File: config.mk
export PLATFORM = sky130hd
export DESIGN_NAME = cpa_device_flat
export DESIGN_NICKNAME = d
export VERILOG_FILES = /design/src/design/cpa_pkg.sv /design/src/design/cpa_io_if.sv /design/src/design/cpa_device.sv /design/src/flat_wrapper.sv
export SDC_FILE = /design/constraint.sdc
export NUM_CORES = 1
export LEC_CHECK = 0
export BUFFER_PORTS_ARGS = -buffer_cell sky130_fd_sc_hd__buf_2
export CAP_MARGIN = 20
export CORE_MARGIN = 8
export CORE_UTILIZATION = 49
export CTS_CLUSTER_SIZE = 28
export DETAILED_ROUTE_END_ITERATION = 8
export GPL_TIMING_DRIVEN = 0
export PLACE_DENSITY = 0.74
export SYNTH_ARGS = -nofsm -noshare
export SYNTH_HDL_FRONTEND = slang
export SYNTH_SLANG_ARGS = --single-unit
export TNS_END_PERCENT = 100
File: constraint.sdc
create_clock -name i_ref_clk -period 13 [get_ports i_ref_clk]
set_clock_uncertainty 0.1 [all_clocks]
set_input_delay 0.65 -clock i_ref_clk [delete_from_list [all_inputs] [get_ports i_ref_clk]]
set_output_delay 0.65 -clock i_ref_clk [all_outputs]
set_load 0.01 [all_outputs]
File: src/design/cpa_pkg.sv
// constants and types shared by both ends of the configuration port link
package cpa_pkg;
  // ---------------------------------------------------------------
  // i/o port map and keys
  // ---------------------------------------------------------------
  localparam logic [15:0] CPA_BASE_STRAP0 = 16'h03f0;  // strap low base
  localparam logic [15:0] CPA_BASE_STRAP1 = 16'h0370;  // strap high base
  localparam logic [15:0] CPA_DATA_STEP   = 16'h0001;  // data port above index
  localparam logic [7:0]  CPA_KEY_ENTER   = 8'h55;     // enter key byte
  localparam logic [7:0]  CPA_KEY_EXIT    = 8'haa;     // exit key byte
  localparam logic [7:0]  CPA_UNCLAIMED   = 8'hff;     // undecoded read value
  // ---------------------------------------------------------------
  // configuration register file
  // ---------------------------------------------------------------
  localparam int          CPA_NUM_REGS    = 48;        // indices 00..2f
  localparam logic [7:0]  CPA_LAST_INDEX  = 8'h2f;     // highest index
  localparam logic [5:0]  CPA_IDX_BASE_LO = 6'h12;     // base address [7:1]
  localparam logic [5:0]  CPA_IDX_BASE_HI = 6'h13;     // base address [10:8]
  localparam logic [7:0]  CPA_REG_DEFAULT = 8'h00;     // power-up contents
  localparam logic [7:0]  CPA_LO_MASK     = 8'hfe;     // bit 0 reads zero
  localparam logic [7:0]  CPA_HI_MASK     = 8'h07;     // bits 7:3 read zero
  // ---------------------------------------------------------------
  // host apb register map and fields
  // ---------------------------------------------------------------
  localparam logic [11:0] CPA_OFS_CMD     = 12'h000;   // command
  localparam logic [11:0] CPA_OFS_STATUS  = 12'h004;   // status
  localparam logic [11:0] CPA_OFS_RDATA   = 12'h008;   // read result
  localparam int          CPA_CMD_ADDR_LSB = 0;        // i/o address [15:0]
  localparam int          CPA_CMD_DATA_LSB = 16;       // write byte [23:16]
  localparam int          CPA_CMD_WR_BIT   = 24;       // 1 write, 0 read
  localparam int          CPA_ST_BUSY_BIT  = 0;        // cycle in progress
  localparam int          CPA_RD_CLAIM_BIT = 8;        // read was decoded
  localparam logic [31:0] CPA_ZERO32      = 32'h0000_0000;
  // ---------------------------------------------------------------
  // state encodings
  // ---------------------------------------------------------------
  typedef enum logic [1:0] {
    CPA_RUN    = 2'b01,
    CPA_CONFIG = 2'b10
  } cpa_cfg_state_t;
  typedef enum logic [2:0] {
    CPA_H_IDLE  = 3'b001,
    CPA_H_ISSUE = 3'b010,
    CPA_H_WAIT  = 3'b100
  } cpa_host_state_t;
endpackage

File: src/design/cpa_io_if.sv
// host i/o port cycle link between the host end and the device end
`timescale 1ns/1ps
interface cpa_io_if;
  logic [15:0] io_addr;        // port address
  logic [7:0]  io_wdata;       // write byte
  logic        io_wr;          // write strobe, one cycle
  logic        io_rd;          // read strobe, one cycle
  logic [7:0]  io_rdata;       // read byte
  logic        io_rd_ack;      // read answer, one cycle
  logic        io_rd_claimed;  // read was decoded by the device
  modport dev
  (
    input  io_addr, io_wdata, io_wr, io_rd,
    output io_rdata, io_rd_ack, io_rd_claimed
  );
  modport host
  (
    output io_addr, io_wdata, io_wr, io_rd,
    input  io_rdata, io_rd_ack, io_rd_claimed
  );
endinterface

File: src/design/cpa_device.sv
// configuration access ports: key, index and data port decode with register file
// Summary of operation
// strap level caught when hardware reset falls
// strap 0 gives base 3f0, 1 gives 370
// two base registers relocate the ports
// index and data decode only in config
// index port readable only in config
// power up starts in run state
// key 55 written to key port enters config
// index 00..2f then data port reaches register
// config stays until exit byte written or hardware reset held
// byte aa on key port leaves config
// after exit all register access blocked
// functional outputs keep running during config
// index register changes only in config
// host loads index before data access
// power-up defaults, kept over hardware reset except the base pair, reloaded from the strap
// data port sits one above index port
`timescale 1ns/1ps
module cpa_device
  import cpa_pkg::*;
(
  input  wire logic       i_ref_clk,          // 10 mhz clock
  input  wire logic       i_sys_rst,          // power-up reset, async high
  input  wire logic       i_hw_reset,         // hardware reset pin, high
  input  wire logic       i_shared_strap_pin, // base select strap pin
  cpa_io_if.dev           io,                 // host i/o cycles
  output logic            o_config_active,    // configuration state
  output logic            o_base_select_strap,// latched strap level
  output logic [15:0]     o_base_addr,        // current index port address
  output logic [cpa_pkg::CPA_NUM_REGS*8-1:0] o_cfg_regs // register contents
);
  import cpa_pkg::*;

  // ---------------------------------------------------------------
  // declarations
  // ---------------------------------------------------------------
  logic           hw_s1;          // hardware reset sync stage 1
  logic           hw_s2;          // hardware reset sync stage 2
  logic           hw_s3;          // delayed copy for edge detect
  logic           strap_s1;       // strap sync stage 1
  logic           strap_s2;       // strap sync stage 2
  logic           strap_latched;  // captured strap level
  cpa_cfg_state_t state;          // run or configuration
  cpa_cfg_state_t next_state;     // next state
  logic [7:0]     index_select_reg; // selected register index
  logic [7:0]     cfg_regs [0:CPA_NUM_REGS-1]; // configuration registers
  logic [7:0]     rdata;          // registered read byte
  logic           rd_ack;         // registered read answer
  logic           rd_claimed;     // registered decode flag

  // ---------------------------------------------------------------
  // reset pin and strap synchronisers
  // ---------------------------------------------------------------
  // two stages before any logic reads the pins
  always_ff @(posedge i_ref_clk or posedge i_sys_rst)
  begin
    if (i_sys_rst)
    begin
      hw_s1    <= 1'b0;
      hw_s2    <= 1'b0;
      hw_s3    <= 1'b0;
      strap_s1 <= 1'b0;
      strap_s2 <= 1'b0;
    end
    else
    begin
      hw_s1    <= i_hw_reset;
      hw_s2    <= hw_s1;
      hw_s3    <= hw_s2;
      strap_s1 <= i_shared_strap_pin;
      strap_s2 <= strap_s1;
    end
  end

  // ---------------------------------------------------------------
  // strap capture and base address
  // ---------------------------------------------------------------
  wire            hw_in_reset = hw_s2;           // hardware reset held
  wire            hw_fall     = hw_s3 & ~hw_s2;  // hardware reset released
  wire [15:0]     strap_base  = strap_s2 ? CPA_BASE_STRAP1 : CPA_BASE_STRAP0;
  wire [7:0]      base_lo     = cfg_regs[CPA_IDX_BASE_LO];
  wire [7:0]      base_hi     = cfg_regs[CPA_IDX_BASE_HI];
  // ports follow the two base registers
  wire [15:0]     index_addr  = {5'b00000, base_hi[2:0], base_lo[7:1], 1'b0};
  wire [15:0]     data_addr   = index_addr + CPA_DATA_STEP;

  // latched strap level, loaded when hardware reset falls
  always_ff @(posedge i_ref_clk or posedge i_sys_rst)
  begin
    if (i_sys_rst)
      strap_latched <= 1'b0;
    else if (hw_fall)
      strap_latched <= strap_s2;
  end

  // ---------------------------------------------------------------
  // port decode
  // ---------------------------------------------------------------
  wire            in_config   = (state == CPA_CONFIG);
  wire            open_bus    = ~hw_in_reset;    // cycles ignored in reset
  wire            hit_base    = open_bus & (io.io_addr == index_addr);
  // index and data ports decode only while configuring
  wire            hit_index   = hit_base & in_config;
  wire            hit_data    = open_bus & in_config & (io.io_addr == data_addr);
  wire            wr_enter    = hit_base & io.io_wr & ~in_config &
                                (io.io_wdata == CPA_KEY_ENTER);
  wire            wr_exit     = hit_index & io.io_wr &
                                (io.io_wdata == CPA_KEY_EXIT);
  wire            wr_index    = hit_index & io.io_wr & ~wr_exit;
  wire            idx_valid   = (index_select_reg <= CPA_LAST_INDEX);
  wire [5:0]      idx         = index_select_reg[5:0];
  // data port writes use the index loaded beforehand
  wire            wr_data     = hit_data & io.io_wr & idx_valid;
  wire            rd_index    = hit_index & io.io_rd;
  wire            rd_data     = hit_data & io.io_rd;
  wire [7:0]      data_value  = idx_valid ? cfg_regs[idx] : CPA_REG_DEFAULT;
  wire [7:0]      wr_mask     = (idx == CPA_IDX_BASE_LO) ? CPA_LO_MASK :
                                (idx == CPA_IDX_BASE_HI) ? CPA_HI_MASK : 8'hff;
  wire [7:0]      next_rdata  = rd_index ? index_select_reg :
                                rd_data  ? data_value : CPA_UNCLAIMED;

  // ---------------------------------------------------------------
  // configuration state machine
  // ---------------------------------------------------------------
  // stays in config across any accesses until the exit byte or a held hardware reset
  always_comb
  begin
    next_state = state;
    case (state)
      CPA_RUN:
        if (wr_enter)
          next_state = CPA_CONFIG;
      CPA_CONFIG:
        if (hw_in_reset | wr_exit)
          next_state = CPA_RUN;
      default:
        next_state = CPA_RUN;
    endcase
  end

  // power up lands in run state
  always_ff @(posedge i_ref_clk or posedge i_sys_rst)
  begin
    if (i_sys_rst)
      state <= CPA_RUN;
    else
      state <= next_state;
  end

  // ---------------------------------------------------------------
  // index select register
  // ---------------------------------------------------------------
  // run-state writes cannot reach it
  always_ff @(posedge i_ref_clk or posedge i_sys_rst)
  begin
    if (i_sys_rst)
      index_select_reg <= CPA_REG_DEFAULT;
    else if (wr_index)
      index_select_reg <= io.io_wdata;
  end

  // ---------------------------------------------------------------
  // configuration register file
  // ---------------------------------------------------------------
  // defaults at power up only; a later hardware reset keeps the
  // contents except the base pair, reloaded from the strap
  always_ff @(posedge i_ref_clk or posedge i_sys_rst)
  begin
    if (i_sys_rst)
    begin
      for (int k = 0; k < CPA_NUM_REGS; k++)
        cfg_regs[k] <= CPA_REG_DEFAULT;
      cfg_regs[CPA_IDX_BASE_LO] <= CPA_BASE_STRAP0[7:0];
      cfg_regs[CPA_IDX_BASE_HI] <= {5'b00000, CPA_BASE_STRAP0[10:8]};
    end
    else if (hw_fall)
    begin
      cfg_regs[CPA_IDX_BASE_LO] <= strap_base[7:0];
      cfg_regs[CPA_IDX_BASE_HI] <= {5'b00000, strap_base[10:8]};
    end
    else if (wr_data)
      cfg_regs[idx] <= io.io_wdata & wr_mask;
  end

  // ---------------------------------------------------------------
  // read answer
  // ---------------------------------------------------------------
  // every read is answered next cycle; undecoded reads float high
  always_ff @(posedge i_ref_clk or posedge i_sys_rst)
  begin
    if (i_sys_rst)
    begin
      rdata      <= CPA_UNCLAIMED;
      rd_ack     <= 1'b0;
      rd_claimed <= 1'b0;
    end
    else
    begin
      rdata      <= next_rdata;
      rd_ack     <= io.io_rd;
      rd_claimed <= rd_index | rd_data;
    end
  end

  assign io.io_rdata        = rdata;
  assign io.io_rd_ack       = rd_ack;
  assign io.io_rd_claimed   = rd_claimed;

  // ---------------------------------------------------------------
  // user side outputs
  // ---------------------------------------------------------------
  // register contents stay visible in either state
  genvar g;
  generate
    for (g = 0; g < CPA_NUM_REGS; g++)
    begin : g_out
      assign o_cfg_regs[g*8 +: 8] = cfg_regs[g];
    end
  endgenerate

  assign o_config_active     = in_config;
  assign o_base_select_strap = strap_latched;
  assign o_base_addr         = index_addr;
endmodule

File: src/flat_wrapper.sv
// flat-port wrapper written by rule: the top's interface ports become plain ports
module cpa_device_flat import cpa_pkg::*;
  (i_ref_clk, i_sys_rst, i_hw_reset, i_shared_strap_pin, o_config_active, o_base_select_strap, o_base_addr, o_cfg_regs, io_io_addr, io_io_wdata, io_io_wr, io_io_rd, io_io_rdata, io_io_rd_ack, io_io_rd_claimed);
  cpa_io_if io_i ();
  input  wire logic i_ref_clk;
  input  wire logic i_sys_rst;
  input  wire logic i_hw_reset;
  input  wire logic i_shared_strap_pin;
  output logic o_config_active;
  output logic o_base_select_strap;
  output logic [15:0] o_base_addr;
  output logic [cpa_pkg::CPA_NUM_REGS*8-1:0] o_cfg_regs;
  input wire logic [$bits(io_i.io_addr)-1:0] io_io_addr;
  input wire logic [$bits(io_i.io_wdata)-1:0] io_io_wdata;
  input wire logic [$bits(io_i.io_wr)-1:0] io_io_wr;
  input wire logic [$bits(io_i.io_rd)-1:0] io_io_rd;
  output wire logic [$bits(io_i.io_rdata)-1:0] io_io_rdata;
  output wire logic [$bits(io_i.io_rd_ack)-1:0] io_io_rd_ack;
  output wire logic [$bits(io_i.io_rd_claimed)-1:0] io_io_rd_claimed;
  assign io_i.io_addr = io_io_addr;
  assign io_i.io_wdata = io_io_wdata;
  assign io_i.io_wr = io_io_wr;
  assign io_i.io_rd = io_io_rd;
  assign io_io_rdata = io_i.io_rdata;
  assign io_io_rd_ack = io_i.io_rd_ack;
  assign io_io_rd_claimed = io_i.io_rd_claimed;
  cpa_device u_core (.i_ref_clk(i_ref_clk), .i_sys_rst(i_sys_rst), .i_hw_reset(i_hw_reset), .i_shared_strap_pin(i_shared_strap_pin), .io(io_i), .o_config_active(o_config_active), .o_base_select_strap(o_base_select_strap), .o_base_addr(o_base_addr), .o_cfg_regs(o_cfg_regs));
endmodule
Word-level counts from Yosys, hierarchy flattened
Index checks and enable logic that the tools add are counted.
{"block": "word_totals", "ff_bits": 410, "latchBits": 0, "mem_bits_rw": 0, "mem_bits_ro": 0, "in_bits": 30, "out_inout_bits": 412, "word_cells": 117, "n_memories": 0}
{"block": "classes", "add_sub_neg": 1, "multipliers": 0, "div": 0, "magnitude_cmp": 3, "n_eq_ne": 10, "n_shift": 0, "muxes": 17, "n_bitwise": 23, "reduce_logical": 4}
{"cell": "384-bit bitwise mux", "n": 1}
{"cell": "240-bit 2-to-1 mux", "n": 1}
{"cell": "8-bit 2-to-1 mux", "n": 9}
{"cell": "8-bit binary-select mux with 6-bit select", "n": 1}
{"cell": "8-bit demux with 6-bit select", "n": 1}
{"cell": "16-bit by 11-bit == test with 1-bit output", "n": 1}
{"cell": "16-bit == test", "n": 1}
{"cell": "16-bit 2-to-1 mux", "n": 1}
{"cell": "1-bit bitwise AND", "n": 15}
{"cell": "11-bit by 1-bit adder with 12-bit output (second input constant)", "n": 1}
{"cell": "6-bit by 5-bit == test with 1-bit output (second input constant)", "n": 2}
{"cell": "8-bit bitwise AND", "n": 1}
{"cell": "8-bit by 7-bit == test with 1-bit output (second input constant)", "n": 1}
{"cell": "8-bit == test (second input constant)", "n": 1}
{"cell": "8-bit by 6-bit less-or-equal comparator with 1-bit output (second input constant)", "n": 1}
{"cell": "7-bit greater-or-equal comparator (second input constant)", "n": 1}
{"cell": "7-bit by 1-bit < comparator with 1-bit output (second input constant)", "n": 1}
{"cell": "6-bit NOT with 7-bit output", "n": 1}
{"cell": "2-bit 2-to-1 mux", "n": 2}
{"cell": "1-bit NOT", "n": 4}
{"cell": "2-bit case mux with 2 select lines", "n": 1}
{"cell": "2-bit AND reduction", "n": 2}
{"cell": "2-bit by 1-bit == test with 1-bit output (second input constant)", "n": 1}
{"cell": "2-bit == test (second input constant)", "n": 1}
{"cell": "other kinds (5)", "n": 6}

Logic depth before layout (Yosys ltp)
Gate-level depths: netlist of the first run.
{"block": "depth", "depth_word": 8, "depth_mapped": 10, "ltp_nobuf": 6}

Worst setup path after synthesis of the first run
No wires, ideal clock.
{"block": "synth_timing", "kind": "input port to flip-flop", "from": "input port io_io_addr[13]", "to": "register u_core.cfg_regs (netlist bit u_core.o_cfg_regs[136])", "setup_ns": 0.127, "arrival_time_ns": 2.359, "slack_ns": 10.414, "path_stages": 9, "cell_sequence": "or4_1 > nor4_1 > and3_1 > buf_6 > buf_8 > nand4_1 > buf_4 > nand2_1 > o21ai_2"}
{"block": "synth_between", "elab_chain_len": 5}
{"item": "from (decl)", "line_no": "flat_wrapper.sv:13", "source": "input wire logic [$bits(io_i.io_addr)-1:0] io_io_addr;"}
{"item": "16-bit == test", "line_no": "cpa_device.sv:105", "source": "wire hit_data = open_bus & in_config & (io.io_addr == data_addr);"}
{"item": "1-bit bitwise AND", "line_no": "cpa_device.sv:105"}
{"item": "1-bit bitwise AND (2 in a row)", "line_no": "cpa_device.sv:114", "source": "wire wr_data = hit_data & io.io_wr & idx_valid;"}
{"item": "2-bit AND reduction (no line)"}
{"item": "to (signal, indexed assignment)", "line_no": "cpa_device.sv:174", "source": "cfg_regs[CPA_IDX_BASE_LO] <= CPA_BASE_STRAP0[7:0];"}
{"item": "to (signal, indexed assignment)", "line_no": "cpa_device.sv:175", "source": "cfg_regs[CPA_IDX_BASE_HI] <= {5'b00000, CPA_BASE_STRAP0[10:8]};"}
{"item": "to (signal, indexed assignment)", "line_no": "cpa_device.sv:179", "source": "cfg_regs[CPA_IDX_BASE_LO] <= strap_base[7:0];"}
{"item": "to (decl)", "line_no": "cpa_device.sv:47", "source": "logic [7:0] cfg_regs [0:CPA_NUM_REGS-1];"}
No other way between the ends.
A chain may end at the register's enable or synchronous reset.

Worst setup path in the final report of the first run
{"block": "layout_timing", "from": "register u_core.index_select_reg[2]", "to": "register u_core.rdata[3] (netlist: u_core.io.io_rdata[3])"}
{"block": "layout_between", "elab_chain_len": 7, "elab_cells_between_ends": 8}
{"item": "from (decl)", "line_no": "cpa_device.sv:46", "source": "logic [7:0] index_select_reg;"}
{"item": "from (signal assigned)", "line_no": "cpa_device.sv:160", "source": "index_select_reg <= io.io_wdata;"}
{"item": "6-bit NOT with 7-bit output (not written as such)", "line_no": "cpa_device.sv:117", "source": "wire [7:0] data_value = idx_valid ? cfg_regs[idx] : CPA_REG_DEFAULT;"}
{"item": "8-bit binary-select mux with 6-bit select", "line_no": "cpa_device.sv:117"}
{"item": "8-bit 2-to-1 mux (not written as such) (2 in a row)", "line_no": "cpa_device.sv:117"}
{"item": "8-bit 2-to-1 mux *", "line_no": "cpa_device.sv:117"}
{"item": "8-bit 2-to-1 mux *", "line_no": "cpa_device.sv:121", "source": "rd_data ? data_value : CPA_UNCLAIMED;"}
{"item": "8-bit 2-to-1 mux *", "line_no": "cpa_device.sv:120", "source": "wire [7:0] next_rdata = rd_index ? index_select_reg :"}
{"item": "via u_core.next_rdata[3]", "line_no": "cpa_device.sv:120"}
{"item": "to (signal assigned)", "line_no": "cpa_device.sv:200", "source": "rdata <= next_rdata;"}
{"item": "to (decl)", "line_no": "cpa_device.sv:48", "source": "logic [7:0] rdata;"}
Mark *: on every way through the listed nets, which the timed path passes. The rest lies on a longest branch. The select of a mux whose other input is x is not followed.

==> run summary, run 1 <==
CP startpoint kind: register
Power per Cell Area: 114 nW/um^2
Worst-margin pin slew: 1230 ps
Final worst setup slack: 8680 ps
Via density: 6.27
Post-Route M1 WL: 30.3 mm
Initial cell density of the core: 0.498
Final period util: 0.332
RSZ-0062 raised after global routing: false
GR Util All Layers: 0.372
H-tree Lvls: 2
Met2 routed WL: 38.5 mm
CP required: 13400 ps
Max FFs per register: 368
Ports: 442
Max_cap viols: 0
Reg2reg start: u_core.index_select_reg[2]
Max rail drop VDD: 0.0967 mV
Avg WL per Cell: 30.9 um
Area growth from synthesis to layout: 23.6%
Status: completed
First-pass GRT wire length: 121 mm
Starting DRT DRC Count: 2183
WL met3: 11.4 mm
Dpl hpwl: 63.9 mm
Cts hold-fix bufs: 0
WS Path Type: register to register
Final net count: 2237
Vias in the first global route: 17100
Sequential-to-total area share from yosys stat: 0.548
FFs w/ async S/R, synth: 1.00
FMAX: 232 MHz
First drt pass iteration count: 5
Clock slew at reported path FFs: 60 ps
Worst min-delay path category: input port to async pin
Post_cts resized: 0
GRT Residual Overflow: 0
Fraction of layout cells with a size suffix above 1: 0.359
Finish-stage setup viols: 0
Fin. Hold Viols: 0
Initial antenna violation count: 3
Port buffer count: 435
Die H: 212 um
Post-Place Worst Slack: 9020 ps
Filler Cell Count: 3201
R2r worst-path depth: 8
Total CTS buffers: 43
Total power: 2640 uW
Ys flop type: dfrtp_1
Clock buffer depth: 3
Later-pin clock latency in the skew report: 580 ps
CP Capture Type: register
Worst Path Max Fanout: 10
Die area: 44800 sq um
Final WL: 85.1 mm
Slew HR: 0.174
Synth cell types: 61
Post-CTS setup buffer count: 0
Cell count after synthesis: 1715
Mean area per synthesized cell: 10.9 sq um
Placer Congestion: 0.962
Post-synth EDFFs: 0
CTS tree: done
Pin count of the biggest net entering global routing: 136
Die X: 212 um
Top layer in use: met5
Row count: 71
Period minus WS final: 4320 ps
Post-DRT Antenna Nets: 0
Core Area: 37700 sq um
Via count: 17300
Crit. Startpoint: u_core.index_select_reg[2]
Yosys warning count: 0
Syn Std Cell Area: 18700 sq um
Clock sinks: 410
Slew Limit Fails: 0
Synth Register Bits: 410
WP data arrival: 4710 ps
Lkg Pwr: 0.0117 uW
DRC violations left: 0
CTS root buffer: clkbuf_16
==> where the power goes <==
part | internal, uW | leakage (uW) | switching, uW | total [uW]
registers | 1280 | 0.00566 | 1.94 | 1280
clock network | 756 | 0.000710 | 530 | 1290
logic | 13.8 | 0.00528 | 61.1 | 75.0
total | 2050 | 0.0117 | 593 | 2640
==> logic make-up (layout without fill, tap and decap cells) <==
kind of cell / after synthesis / count (layout) / synth area share
AND/OR/NAND/NOR: 478 / 478 / 0.112
AO/OA/AOI/OAI: 432 / 432 / 0.137
flip-flops: 410 / 410 / 0.548
multiplexers: 221 / 221 / 0.152
buffers and inverters: 163 / 682 / 0.0451
XOR/XNOR: 10 / 10 / 0.00467
other: 1 / 9 / 0.000200
==> routing by layer <==
| metal | vias up | global-route usage |
|---|---|---|
| met1 | 8641 | 0.456 |
| met3 | 269 | 0.137 |
| met2 | 1238 | 0.573 |
| li1 | 7104 | - |
| met5 | - | 0 |
| met4 | 6 | 0.190 |
==> cells in the mapped netlist (all sizes together) (2+ instances only) <==
| master | n | area (sq um) |
|---|---|---|
| nor2 | 34 | 128 |
| a21oi | 19 | 95.1 |
| a221o | 10 | 100 |
| a22oi | 23 | 173 |
| and3 | 12 | 75.1 |
| nor4 | 4 | 25.0 |
| mux2i | 56 | 561 |
| o21ai | 299 | 1530 |
| mux2 | 126 | 1420 |
| buf | 98 | 602 |
| a221oi | 30 | 263 |
| o22a | 2 | 17.5 |
| nor4bb | 3 | 30.0 |
| mux4 | 39 | 878 |
| nor3b | 3 | 27.5 |
| o221ai | 2 | 17.5 |
| inv | 6 | 22.5 |
| nor3 | 5 | 30.0 |
| dfrtp | 395 | 9880 |
| a211oi | 6 | 45.0 |
| and4 | 2 | 17.5 |
| nand3 | 50 | 263 |
| or2 | 2 | 12.5 |
| nand2 | 327 | 1230 |
| nor2b | 9 | 56.3 |
| o21a | 2 | 15.0 |
| a311oi | 2 | 17.5 |
| and2 | 5 | 31.3 |
| dfstp | 15 | 394 |
| a22o | 7 | 61.3 |
| nand4 | 15 | 125 |
| o2bb2ai | 9 | 78.8 |
| clkbuf | 59 | 221 |
| xor2 | 10 | 87.6 |
| o22ai | 13 | 81.3 |
==> layout make-up <==
type | count | area [sq um] | area share
sequential | 410 | 10300 | 0.444
multi-input combinational | 1147 | 7640 | 0.330
timing repair buffer | 442 | 2300 | 0.0992
clock buffer | 68 | 1320 | 0.0571
buffer | 157 | 823 | 0.0355
tap | 511 | 639 | 0.0276
clock inverter | 9 | 126 | 0.00545
inverter | 6 | 30.0 | 0.00130
antenna | 3 | 7.51 | 0.000324
==> layout by cell type, fill, tap and decap left out, drive strengths merged, types with 2 or more instances in the layout <==
master / netlist / routed
dfrtp: 395 / 395
and4: 2 / 2
clkbuf: 59 / 127
nand2: 327 / 327
o21a: 2 / 2
bufinv: 0 / 3
o21ai: 299 / 299
nor3: 5 / 5
nor4bb: 3 / 3
nor2b: 9 / 9
mux2i: 56 / 56
o221ai: 2 / 2
or2: 2 / 2
conb: 1 / 6
a22oi: 23 / 23
o22ai: 13 / 13
a211oi: 6 / 6
a311oi: 2 / 2
o2bb2ai: 9 / 9
clkinv: 0 / 5
nor2: 34 / 34
and3: 12 / 12
nor3b: 3 / 3
o22a: 2 / 2
inv: 6 / 6
a221o: 10 / 10
nand3: 50 / 50
a22o: 7 / 7
a21oi: 19 / 19
nor4: 4 / 4
and2: 5 / 5
xor2: 10 / 10
a221oi: 30 / 30
nand4: 15 / 15
diode: 0 / 3
mux4: 39 / 39
mux2: 126 / 126
buf: 98 / 540
dfstp: 15 / 15
==> stage by stage <==
step                      instance area [sq um]   util  hold WS (ps)  instances   TNS, ps
after floorplan                           18800      -           231       1720         0
after global placement                    21600  0.573           239       2666  -1299090
after detailed placement                  21700  0.576           239       2672         0
after CTS                                 23200  0.615          48.9       2749         0
after global routing                      23200  0.615          81.2       2751         0
final                                     23200  0.615          37.5       2753         0
==> final timing paths <==
check / slack, ps / end
max: 8680 / u_core.io.io_rdata[3]
min: 40 / u_core.o_cfg_regs[190]
max reg2reg: 8680 / u_core.io.io_rdata[3]
min reg2reg: 260 / u_core.strap_s2
max in group asynchronous: 11390 / u_core.o_cfg_regs[234]
min in group i_ref_clk: 90 / u_core.hw_s1
==> worst max-delay path, stage by stage, from the launching register on <==
cell	delay, ps
dfrtp_1	390
buf_4	230
buf_2	500
clkbuf_1	920
clkbuf_1	700
a21oi_1	140
o21ai_0	690
nand4_1	190
a221o_1	380
Power figures use the tool's default switching activity.
==> inputs of run 2 (changes only) <==
--- a/config.mk
+++ b/config.mk
@@ -8,11 +8,11 @@
 export BUFFER_PORTS_ARGS = -buffer_cell sky130_fd_sc_hd__buf_2
 export CAP_MARGIN = 20
 export CORE_MARGIN = 8
-export CORE_UTILIZATION = 49
+export CORE_UTILIZATION = 52
 export CTS_CLUSTER_SIZE = 28
 export DETAILED_ROUTE_END_ITERATION = 8
 export GPL_TIMING_DRIVEN = 0
-export PLACE_DENSITY = 0.74
+export PLACE_DENSITY = 0.75
 export SYNTH_ARGS = -nofsm -noshare
 export SYNTH_HDL_FRONTEND = slang
 export SYNTH_SLANG_ARGS = --single-unit
==> constraint.sdc (replaced) <==
create_clock -name i_ref_clk -period 4.45 [get_ports i_ref_clk]
set_clock_uncertainty 0.1 [all_clocks]
set_input_delay 0.2225 -clock i_ref_clk [delete_from_list [all_inputs] [get_ports i_ref_clk]]
set_output_delay 0.2225 -clock i_ref_clk [all_outputs]
set_load 0.01 [all_outputs]
==> run 2 against run 1 <==
- clock-buffer cell count fell by 1
- via count rose by 1.2%
- design area rose by 0.66%
- hold slack improved by 13 ps
- power rose to 2.9 times the previous value
- non-clock buffer count rose by 17
- flip-flop and latch count did not move
- wire length fell by 0.18%
- largest cell class unchanged
==> run summary, run 2 (same netlist as run 1, synthesis figures left out) <==
Status: completed
Later-pin clock latency in the skew report: 590 ps
Slew HR: 0.193
Commonest non-fill, non-tap cell in the layout: buf_2
Slew Limit Fails: 0
RSZ-0062 raised after global routing: false
Row count: 69
Post_cts resized: 0
Fraction of layout cells with a size suffix above 1: 0.357
GRT Residual Overflow: 0
Dpl hpwl: 64.0 mm
Final net count: 2255
CP required: 4850 ps
Max rail drop VDD: 0.318 mV
Initial cell density of the core: 0.527
Core Area: 35600 sq um
Lkg Pwr: 0.0117 uW
Period minus WS final: 4220 ps
GR Util All Layers: 0.392
DP Area: 21700 sq um
Vias in the first global route: 17500
Most frequent cells in the layout: buf_2 (491), dfrtp_1 (395), nand2_1 (327)
Final instance area: 23300 sq um
Clock buffer depth: 3
CTS tree: done
Starting DRT DRC Count: 2049
Worst Path Max Fanout: 10
Finish-stage setup viols: 0
Via density: 6.42
Pin count of the biggest net entering global routing: 45
Placer Congestion: 1.00
Final WL: 85.0 mm
Via count: 17500
H-tree Lvls: 2
Post-DRT Antenna Nets: 0
FMAX: 237 MHz
CTS root buffer: clkbuf_16
Hold Slack: 50.3 ps
Die X: 206 um
CP startpoint kind: register
Avg WL per Cell: 31.2 um
WP data arrival: 4620 ps
Clock sinks: 410
WS Path Type: register to register
Worst-margin pin slew: 1210 ps
Area growth from synthesis to layout: 24.4%
Max FFs per register: 368
DRC violations left: 0
Total CTS buffers: 44
Max_cap viols: 0
CP Capture Type: register
Initial antenna violation count: 3
Die area: 42400 sq um
Ports: 442
Post-CTS setup buffer count: 0
Final period util: 0.948
Port buffer count: 435
Worst min-delay path category: input port to register
Power per Cell Area: 334 nW/um^2
First drt pass iteration count: 6
Total power: 7780 uW
Die H: 206 um
Fin. Hold Viols: 0
First-pass GRT wire length: 120 mm
Clock slew at reported path FFs: 70 ps
[run 2: changes by cell type in the layout (fill, tap and decap cells not counted), sizes merged]
cell,before,now
dlygate4sd3,0,11
buf,540,546
bufinv,3,4
clkbuf,127,126
clkinv,5,6
inv,6,5
[run 2: power by group]
part | total (uW) | switching (uW) | internal, uW | leakage [uW]
clock network | 3800 | 1560 | 2240 | 0.000717
logic | 242 | 185 | 57.1 | 0.00537
registers | 3740 | 4.93 | 3730 | 0.00566
[run 2: repair_timing]
item	CTS	global route
endpoints found under the setup margin	0	0
endpoints found under the hold margin	52	0
hold buffers	11	0
[run 2: routing by layer]
| metal | global-route usage | part of all wire |
|---|---|---|
| met1 | 0.478 | 0.35 |
| met4 | 0.215 | 0.063 |
| met2 | 0.603 | 0.45 |
| met3 | 0.143 | 0.14 |
| met5 | 0 | 0.00015 |
[run 2: final timing paths]
path,startpoint,to,slack (ps),depth (start not counted)
max,u_core.index_select_reg[2],u_core.io.io_rdata[3],230,8
min,io_io_addr[0],u_core.state[1],50,4
min reg2reg,u_core.hw_s1,u_core.hw_in_reset,250,0
max reg2reg,u_core.index_select_reg[2],u_core.io.io_rdata[3],230,8
min in group asynchronous,i_sys_rst,u_core.o_cfg_regs[172],240,3
max in group asynchronous,i_sys_rst,u_core.io.io_rdata[2],2700,6
[run 2: critical path: stages (launching register included)]
cell	delay, ps
dfrtp_1	380
buf_4	230
buf_2	450
clkbuf_1	950
clkbuf_1	740
a21oi_1	140
o21ai_0	600
nand4_1	160
a221o_1	370
[run 2: through the flow]
stage	util	worst slack (ps)	std cells	TNS [ps]
after floorplan	-	-1390	1720	-547430
after global placement	0.605	-3620	2616	-1431450
after detailed placement	0.611	425	2629	0
after CTS	0.655	403	2717	0
after global routing	0.656	205	2718	0
final	0.656	233	2720	0
[run 2: final cells by class]
cell class / count / area (sq um)
plain buffers: 157 / 823
flip-flops and latches: 410 / 10300
inverters: 6 / 26.3
repair buffers: 459 / 2510
clock inverters: 10 / 161
fillers: 2814 / 12200
clock buffers: 67 / 1300
well taps: 461 / 577
diodes: 3 / 7.51
multi-input cells: 1147 / 7640
